==> src/rtl/motor_io_defs.vh <==
// Constants for the pulse-input motor driver control logic
`ifndef MOTOR_IO_DEFS_VH
`define MOTOR_IO_DEFS_VH

// Config switch bit positions
`define DIP_RESOLUTION_BIT 0
`define DIP_PULSE_MODE_BIT 1

// Resolution choices in pulses per revolution
`define RES_DEFAULT_PPR 16'd1000
`define RES_FINE_PPR    16'd10000

// Rotary switch factory positions
`define CURRENT_SW_DEFAULT 4'hf
`define FILTER_SW_DEFAULT  4'h1

// Timing (ns) and derived cycle counts at 25 MHz
`define CLOCK_PERIOD_NS   40
`define JOG_STEP_NS       1000000
`define JOG_STEP_CYCLES   (`JOG_STEP_NS / `CLOCK_PERIOD_NS)
`define HOME_STEP_NS      100000
`define HOME_STEP_CYCLES  (`HOME_STEP_NS / `CLOCK_PERIOD_NS)
`define BLINK_NS          250000000
`define BLINK_CYCLES      (`BLINK_NS / `CLOCK_PERIOD_NS)
`define FILTER_UNIT_NS    40000
`define FILTER_UNIT_CYC   (`FILTER_UNIT_NS / `CLOCK_PERIOD_NS)
`define SETTLE_NS         400000
`define SETTLE_CYCLES     (`SETTLE_NS / `CLOCK_PERIOD_NS)

`endif

==> src/rtl/pulse_input_motor_driver_io.v <==
// Control-side logic of a pulse-input stepping motor driver
//
// Behaviour
// Red fault indicator blinks while any protection is active, dark otherwise.
// Green ready indicator lit exactly while the ready output is asserted.
// Switch position one selects resolution; off selects 1000 pulses per revolution.
// Switch position two selects pulse scheme; off selects two-pulse.
// Two-pulse: clockwise input steps clockwise, counter-clockwise input steps back.
// One-pulse: first pair carries steps, second pair carries direction level.
// Return-home command drives motor to the stored home position.
// De-energise command removes winding excitation.
// Forward or reverse jog command starts a jog in that direction.
// Home-done asserts after a return-home completes, once home is established.
// Pulse-ready asserts when the device can accept step pulses.
// Moving output held asserted for the whole time the motor moves.
// In-position output asserts when a movement has finished.
// Ready output asserts whenever operation commands can be accepted; ready_out ignores stop, so it stays asserted while stop refuses commands.
// Fault status output is normally closed: high normal, low on alarm.
// Rotary current switch sets base current; factory position F.
// Rotary filter switch sets command responsiveness; factory position 1.
// Stop halts motion; fault clear removes latched alarms.
// Quadrature phase A and B track motion; phase order shows direction.
`timescale 1ns/100ps
`default_nettype none
`include "motor_io_defs.vh"

module pulse_input_motor_driver_io #(
  parameter BLINK_CYCLES = `BLINK_CYCLES,
  parameter JOG_CYCLES   = `JOG_STEP_CYCLES,
  parameter SETTLE_CYCLES = `SETTLE_CYCLES
) (
  // Clock and reset
  input  wire        clock,
  input  wire        reset_n,
  // Pulse inputs from the controller
  input  wire        clockwise_step_in,
  input  wire        counterclockwise_step_in,
  // Discrete commands
  input  wire        return_home_cmd,
  input  wire        stop_cmd,
  input  wire        deenergise_cmd,
  input  wire        fault_clear_cmd,
  input  wire        forward_inch_cmd,
  input  wire        reverse_inch_cmd,
  input  wire        home_preset_switch,
  // Protection sources
  input  wire        fault_event,
  // Switches
  input  wire [1:0]  config_dip_switch,
  input  wire [3:0]  current_rotary_switch,
  input  wire [3:0]  command_smoothing_switch,
  // Status outputs
  output reg         home_done_out,
  output reg         step_accept_ready_out,
  output reg         moving_out,
  output reg         in_position_out,
  output reg         ready_out,
  output reg         fault_status_nc_out,
  // Quadrature feedback
  output reg         quad_phase_a_out,
  output reg         quad_phase_b_out,
  // Indicators
  output reg         fault_led,
  output reg         ready_led,
  // Motor stage
  output reg         step_strobe,
  output reg         step_direction,
  output reg         excitation_on,
  output reg  [3:0]  base_current,
  output reg  [15:0] steps_per_rev,
  output reg  [31:0] position
);

  localparam S_IDLE = 4'b0001;
  localparam S_JOG  = 4'b0010;
  localparam S_HOME = 4'b0100;
  localparam S_FREE = 4'b1000;

  // Two-flop synchronisers on every pin input
  localparam NSYNC = 13;
  wire [NSYNC-1:0] rawIn = {fault_event, home_preset_switch, reverse_inch_cmd,
    forward_inch_cmd, fault_clear_cmd, deenergise_cmd, stop_cmd, return_home_cmd,
    config_dip_switch, counterclockwise_step_in, clockwise_step_in, 1'b0};
  reg  [NSYNC-1:0] syncA;
  reg  [NSYNC-1:0] syncB;
  genvar g;
  generate
    for (g = 0; g < NSYNC; g = g + 1) begin : gSync
      always @(posedge clock) begin
        if (!reset_n) begin
          syncA[g] <= 1'b0;
          syncB[g] <= 1'b0;
        end else begin
          syncA[g] <= rawIn[g];
          syncB[g] <= syncA[g];
        end
      end
    end
  endgenerate

  // Rotary switches are pins too; reset to factory positions so
  // base current shows no dip while the flops refill after reset
  localparam [7:0] ROT_INIT = {`FILTER_SW_DEFAULT, `CURRENT_SW_DEFAULT};
  wire [7:0] rotRaw = {command_smoothing_switch, current_rotary_switch};
  reg  [7:0] rotA;
  reg  [7:0] rotB;
  generate
    for (g = 0; g < 8; g = g + 1) begin : gRot
      always @(posedge clock) begin
        if (!reset_n) begin
          rotA[g] <= ROT_INIT[g];
          rotB[g] <= ROT_INIT[g];
        end else begin
          rotA[g] <= rotRaw[g];
          rotB[g] <= rotA[g];
        end
      end
    end
  endgenerate

  wire [3:0] curSwIn  = rotB[3:0];
  wire [3:0] filtSwIn = rotB[7:4];

  wire cwIn      = syncB[1];
  wire ccwIn     = syncB[2];
  wire dipRes    = syncB[3 + `DIP_RESOLUTION_BIT];
  wire dipMode   = syncB[3 + `DIP_PULSE_MODE_BIT];
  wire homeCmd   = syncB[5];
  wire stopIn    = syncB[6];
  wire freeIn    = syncB[7];
  wire clearIn   = syncB[8];
  wire fwdJog    = syncB[9];
  wire revJog    = syncB[10];
  wire presetIn  = syncB[11];
  wire faultIn   = syncB[12];

  reg  cwLast;
  reg  ccwLast;
  reg  homeLast;
  reg  presetLast;
  reg  [3:0]  state;
  reg  [3:0]  next_state;
  reg  [31:0] homePos;
  reg         homeKnown;
  reg         faultLatched;
  reg  [23:0] stepTimer;
  reg  [23:0] blinkCount;
  reg         blinkPhase;
  reg  [23:0] settleCount;
  reg  [15:0] filterCount;
  reg  [1:0]  quadCount;

  wire cwRise   = cwIn & ~cwLast;
  wire ccwRise  = ccwIn & ~ccwLast;
  wire homeRise = homeCmd & ~homeLast;
  wire canRun   = ~faultLatched & ~freeIn & ~stopIn;

  // Pulse decode per scheme; one-pulse uses ccw pair as direction level
  wire pulseStep = dipMode ? cwRise : (cwRise ^ ccwRise);
  wire pulseDir  = dipMode ? ~ccwIn : cwRise;
  wire pulseOk   = (state == S_IDLE) & canRun;

  // Filter scales a settle delay so position answer follows responsiveness
  function [15:0] filterLoad;
    input [3:0] sw;
    begin
      filterLoad = {12'h000, sw} * 16'd4;
    end
  endfunction

  always @* begin
    next_state = state;
    case (state)
      S_IDLE: begin
        if (freeIn)
          next_state = S_FREE;
        else if (canRun && homeRise && homeKnown)
          next_state = S_HOME;
        else if (canRun && (fwdJog || revJog))
          next_state = S_JOG;
      end
      S_JOG: begin
        if (freeIn)
          next_state = S_FREE;
        else if (!canRun || !(fwdJog || revJog))
          next_state = S_IDLE;
      end
      S_HOME: begin
        if (freeIn)
          next_state = S_FREE;
        else if (!canRun || position == homePos)
          next_state = S_IDLE;
      end
      S_FREE: begin
        if (!freeIn)
          next_state = S_IDLE;
      end
      default: next_state = S_IDLE;
    endcase
  end

  // Stepping engine
  wire timedStep = (stepTimer == 24'h000000);
  wire jogDir    = fwdJog;
  wire homeDir   = ($signed(homePos - position) > 0);
  reg  doStep;
  reg  doDir;
  always @* begin
    doStep = 1'b0;
    doDir  = 1'b0;
    case (state)
      S_IDLE: begin
        doStep = pulseOk & pulseStep;
        doDir  = pulseDir;
      end
      S_JOG: begin
        doStep = timedStep & canRun & (fwdJog | revJog);
        doDir  = jogDir;
      end
      S_HOME: begin
        doStep = timedStep & canRun & (position != homePos);
        doDir  = homeDir;
      end
      default: begin
        doStep = 1'b0;
        doDir  = 1'b0;
      end
    endcase
  end

  always @(posedge clock) begin
    if (!reset_n) begin
      cwLast      <= 1'b0;
      ccwLast     <= 1'b0;
      homeLast    <= 1'b0;
      presetLast  <= 1'b0;
      state       <= S_IDLE;
      homePos     <= 32'h00000000;
      homeKnown   <= 1'b0;
      faultLatched <= 1'b0;
      stepTimer   <= 24'h000000;
      position    <= 32'h00000000;
      quadCount   <= 2'h0;
      settleCount <= 24'h000000;
      filterCount <= 16'h0000;
      step_strobe <= 1'b0;
      step_direction <= 1'b0;
    end else begin
      cwLast     <= cwIn;
      ccwLast    <= ccwIn;
      homeLast   <= homeCmd;
      presetLast <= presetIn;
      state      <= next_state;
      // Set beats clear so a fault in the clear cycle is kept
      if (faultIn)
        faultLatched <= 1'b1;
      else if (clearIn)
        faultLatched <= 1'b0;
      if (presetIn && !presetLast) begin
        homePos   <= position;
        homeKnown <= 1'b1;
      end
      if (state != next_state || timedStep)
        stepTimer <= JOG_CYCLES[23:0] - 24'h000001;
      else
        stepTimer <= stepTimer - 24'h000001;
      step_strobe    <= doStep;
      // Direction holds the last step's sense between strobes
      if (doStep)
        step_direction <= doDir;
      if (doStep) begin
        position  <= doDir ? position + 32'h00000001 : position - 32'h00000001;
        quadCount <= doDir ? quadCount + 2'h1 : quadCount - 2'h1;
        settleCount <= SETTLE_CYCLES[23:0];
        filterCount <= filterLoad(filtSwIn);
      end else begin
        if (settleCount != 24'h000000)
          settleCount <= settleCount - 24'h000001;
        if (filterCount != 16'h0000)
          filterCount <= filterCount - 16'h0001;
      end
    end
  end

  wire moving = (state == S_JOG) | (state == S_HOME) |
                (settleCount != 24'h000000) | (filterCount != 16'h0000);
  wire readyNow = ~faultLatched & ~freeIn & ~moving;

  // Outputs and blink timer
  always @(posedge clock) begin
    if (!reset_n) begin
      blinkCount <= 24'h000000;
      blinkPhase <= 1'b0;
      home_done_out <= 1'b0;
      step_accept_ready_out <= 1'b0;
      moving_out <= 1'b0;
      in_position_out <= 1'b0;
      ready_out <= 1'b0;
      fault_status_nc_out <= 1'b0;
      quad_phase_a_out <= 1'b0;
      quad_phase_b_out <= 1'b0;
      fault_led <= 1'b0;
      ready_led <= 1'b0;
      excitation_on <= 1'b0;
      base_current <= `CURRENT_SW_DEFAULT;
      steps_per_rev <= `RES_DEFAULT_PPR;
    end else begin
      if (faultLatched && blinkCount != 24'h000000) begin
        blinkCount <= blinkCount - 24'h000001;
      end else begin
        blinkCount <= BLINK_CYCLES[23:0] - 24'h000001;
        blinkPhase <= faultLatched & ~blinkPhase;
      end
      fault_led <= faultLatched & blinkPhase;
      ready_led <= readyNow;
      ready_out <= readyNow;
      fault_status_nc_out <= ~faultLatched;
      moving_out <= moving;
      in_position_out <= ~moving & ~faultLatched;
      step_accept_ready_out <= pulseOk;
      // Home-done cleared by any later motion
      if (state == S_HOME && next_state == S_IDLE && position == homePos && homeKnown)
        home_done_out <= 1'b1;
      else if (doStep)
        home_done_out <= 1'b0;
      quad_phase_a_out <= quadCount[1] ^ quadCount[0];
      quad_phase_b_out <= quadCount[1];
      excitation_on <= ~freeIn & ~faultLatched;
      base_current <= curSwIn;
      steps_per_rev <= dipRes ? `RES_FINE_PPR : `RES_DEFAULT_PPR;
    end
  end

endmodule

`default_nettype wire

==> config.mk <==
export PLATFORM = sky130hd
export DESIGN_NAME = pulse_input_motor_driver_io
export DESIGN_NICKNAME = d
export VERILOG_FILES = /design/src/rtl/pulse_input_motor_driver_io.v
export VERILOG_INCLUDE_DIRS = /design/src /design/src/rtl
export SDC_FILE = /design/constraint.sdc
export NUM_CORES = 1
export LEC_CHECK = 0
export ABC_AREA = 1
export BUFFER_PORTS_ARGS = -buffer_cell sky130_fd_sc_hd__buf_2
export CORE_AREA = 2 2 172 174
export CTS_BUF_LIST = sky130_fd_sc_hd__clkbuf_4 sky130_fd_sc_hd__clkbuf_8
export DETAILED_ROUTE_END_ITERATION = 10
export DIE_AREA = 0 0 174 176
export PLACE_DENSITY = 0.59
export SYNTH_ARGS = -nofsm -noshare
export SYNTH_HDL_FRONTEND = slang
export SYNTH_SLANG_ARGS = --single-unit
==> constraint.sdc <==
create_clock -name clock -period 7.34 [get_ports clock]
set_input_delay 1.101 -clock clock [delete_from_list [all_inputs] [get_ports clock]]
set_output_delay 1.101 -clock clock [all_outputs]
set_load 0.01 [all_outputs]
==> flow_summary.toml <==
[routing]
wl_met2_mm = 14.3
drt-initial-drc-count = 695
dr_total_vias = 11847
wl_met3_mm = 1.53
met1_length_mm = 16.3
ant_nets = 0
dr.pass1.iters = 5
vias_per_cell = 4.98
drc = 0
routed_wirelength_mm = 32.8
post_drt_wl_per_cell_um = 13.8
highest_layer = "met4"

[place]
dp_cells = 2307
pre_cts_ws_ns = 1.63
hpwlAfterDp_mm = 24.5
port_buffers = 77
gp_congestion = 0.942

[global_route]
grt-ovfl-total = 0
grt_max_degree = 91
gr-usage-all-layers_pct = 21.1
grt_first_pass_wirelength_mm = 53.3
antenna_found_initial = 0
grt_pass1_vias = 10782

[floorplanning]
rows = 62
die_height_um = 176
fp.dieW_um = 174
start_util_pct = 44.9
ioPinCount = 87
fp.coreArea_um2 = 28500
dieArea_um2 = 30600

[clock_tree]
cts_setup_buffers = 0
ctsHoldBuffers = 0
insertion_delay_ns = 0.56
cts_buffer_depth = 3
cts-resized-gates = 0
ctsHtreeMaxLevel = 2
cts_buffers = 41
cts_sinks = 223
cts-root-buf = "clkbuf_8"
cts.clk_slew.worst_paths_ns = 0.06
cts_tree = "built"

[logic_synthesis]
syn_area_per_cell_um2 = 6.81
synth_cell_type_count = 61
ys_ff_latch = 223
synth-seq-area-share_pct = 34.8
synth_cells = 1883
ys_async_sr_fraction_pct = 0
ys.flop_type = "dfxtp_1"
yosys_warnings = 0
synth-edff-count = 0
synth_area_um2 = 12800

[sta]
clock.fmax_mhz = 174
final_hold_viol_count = 0
rsz0062_at_grt = "no"
period_minus_slack_ns = 5.75
clock_skew_ns = 0.0255
setup_ws_ns = 1.59
setup-tns-final_ns = 0
setup_viol = 0
worst_pin_slew_ns = 1.14
drv_slew = 0
slew_headroom_pct = 24.2
fin_crit_sh_pct = 78.3

[worst_setup_path]
required_ns = 7.74
rr_startpoint = "position[15]"
cp-end-kind = "flop"
worstSetupPathType = "flop to flop"
critPathMaxFanout = 31
cp_slowest_cell = "inv_1"
critPathLaunchType = "flop"
slowest_delay_ns = 0.85
crit_path_frequent_cell = "nand2_1"
worstSetupStartpoint = "position[15]"
arrival_ns = 6.15

[finish]
fin_cells = 2378
antenna_cells = 0
fin_nets = 2054
most-common-layout-cells = "415 x nand2_1, 290 x inv_1, 239 x nor2_1"
fillCellCount = 2966
syn_to_final_growth_pct = 11.5
fin_util_pct = 50.1
final_common_cell = "nand2_1"
drive_gt1_share_pct = 11.2

[flow_run]
drv_cap = 0

[min_path]
min-delay-start = "dipRes"
hold_class = "flop to flop"

[power]
power.density_nw_per_um2 = 337
peakVddDrop_uv = 160
power_leakage_nw = 7.33

[outcome]
outcome = "completed"
logic make-up (layout without fill, tap and decap cells):
| logic type | after synthesis | in the layout | synth area share (%) |
|---|---|---|---|
| compound gates | 325 | 325 | 14.1 |
| xor+xnor | 65 | 65 | 4.44 |
| fa+ha+maj | 66 | 66 | 6.50 |
| buf+inv | 344 | 448 | 10.9 |
| flops | 223 | 223 | 34.8 |
| other cells | 2 | 9 | 0.0585 |
| simple gates | 858 | 858 | 29.2 |
final timing paths:
check                           to  slack, ns  depth (start not counted)
setup reg to reg      position[30]       1.59                         30
hold reg to reg   steps_per_rev[7]       0.38                          1
hold / removal    steps_per_rev[7]       0.38                          1
setup / recovery      position[30]       1.59                         30
state kept, by name, summed over array words and instances, names as in the netlist, 2 cells and up:
name and flops:
base_current 4, blinkCount 24, curSwIn 4, filtSwIn 4, filterCount 16, homePos 32, position 32, quadCount 2
rotA 8, settleCount 24, state 4, stepTimer 24, steps_per_rev 2, syncA 12
final cells by class:
cell class | count | area (um^2) | share of cell area [%]
Multi-Input combinational cell | 1323 | 7000 | 48.9
Sequential cell | 223 | 4460 | 31.2
Inverter | 297 | 1120 | 7.83
Clock buffer | 64 | 787 | 5.50
Tap cell | 384 | 480 | 3.36
Timing Repair Buffer | 80 | 408 | 2.85
Clock inverter | 7 | 48.8 | 0.341
worst max-delay path: cells and delay by family, from the launching register on:
family,cells,cell delay [ns]
flops,1,0.39
simple gates,15,1.41
buf+inv,3,1.05
compound gates,10,1.91
fa+ha+maj,2,0.83
cell usage after synthesis, types with 7 or more instances:
library cell,n,area (um^2)
a21o_1,7,52.6
a21oi_1,129,646
a21oi_2,13,114
a31oi_1,10,62.6
buf_4,16,120
clkbuf_1,20,75.1
dfxtp_1,223,4460
ha_1,65,813
inv_1,290,1090
nand2_1,415,1560
nand3_1,67,335
nand3b_1,7,52.6
nand4_1,29,181
nor2_1,240,901
nor3_1,29,145
nor4_1,15,93.8
o21ai_0,94,470
o21ai_1,33,165
o21bai_1,7,52.6
o22ai_1,9,56.3
or2_2,21,131
xnor2_1,30,263
xor2_1,35,307
report_power, final:
part | total (W) | switching, W | internal, W
Sequential | 0.00154 | 0.000149 | 0.00139
Combinational | 0.00208 | 0.00134 | 0.000741
Clock | 0.00120 | 0.000524 | 0.000681
metal layers:
| layer | global-route usage, % | vias up |
|---|---|---|
| li1 | - | 6186 |
| met1 | 29.6 | 5332 |
| met2 | 33.9 | 272 |
| met3 | 3.08 | 57 |
| met4 | 5.99 | 0 |
| met5 | 0 | - |
through the flow:
stage	instance area, um^2	hold WS, ns	power (W)
after CTS	14300	0.384	0.00486
after global routing	14300	0.406	0.00524
after detailed placement	13500	0.386	0.00362
after global placement	13500	0.380	0.00361
after floorplan	12900	0.363	0.00317
final	14300	0.381	0.00483
Power figures use the tool's default switching activity.
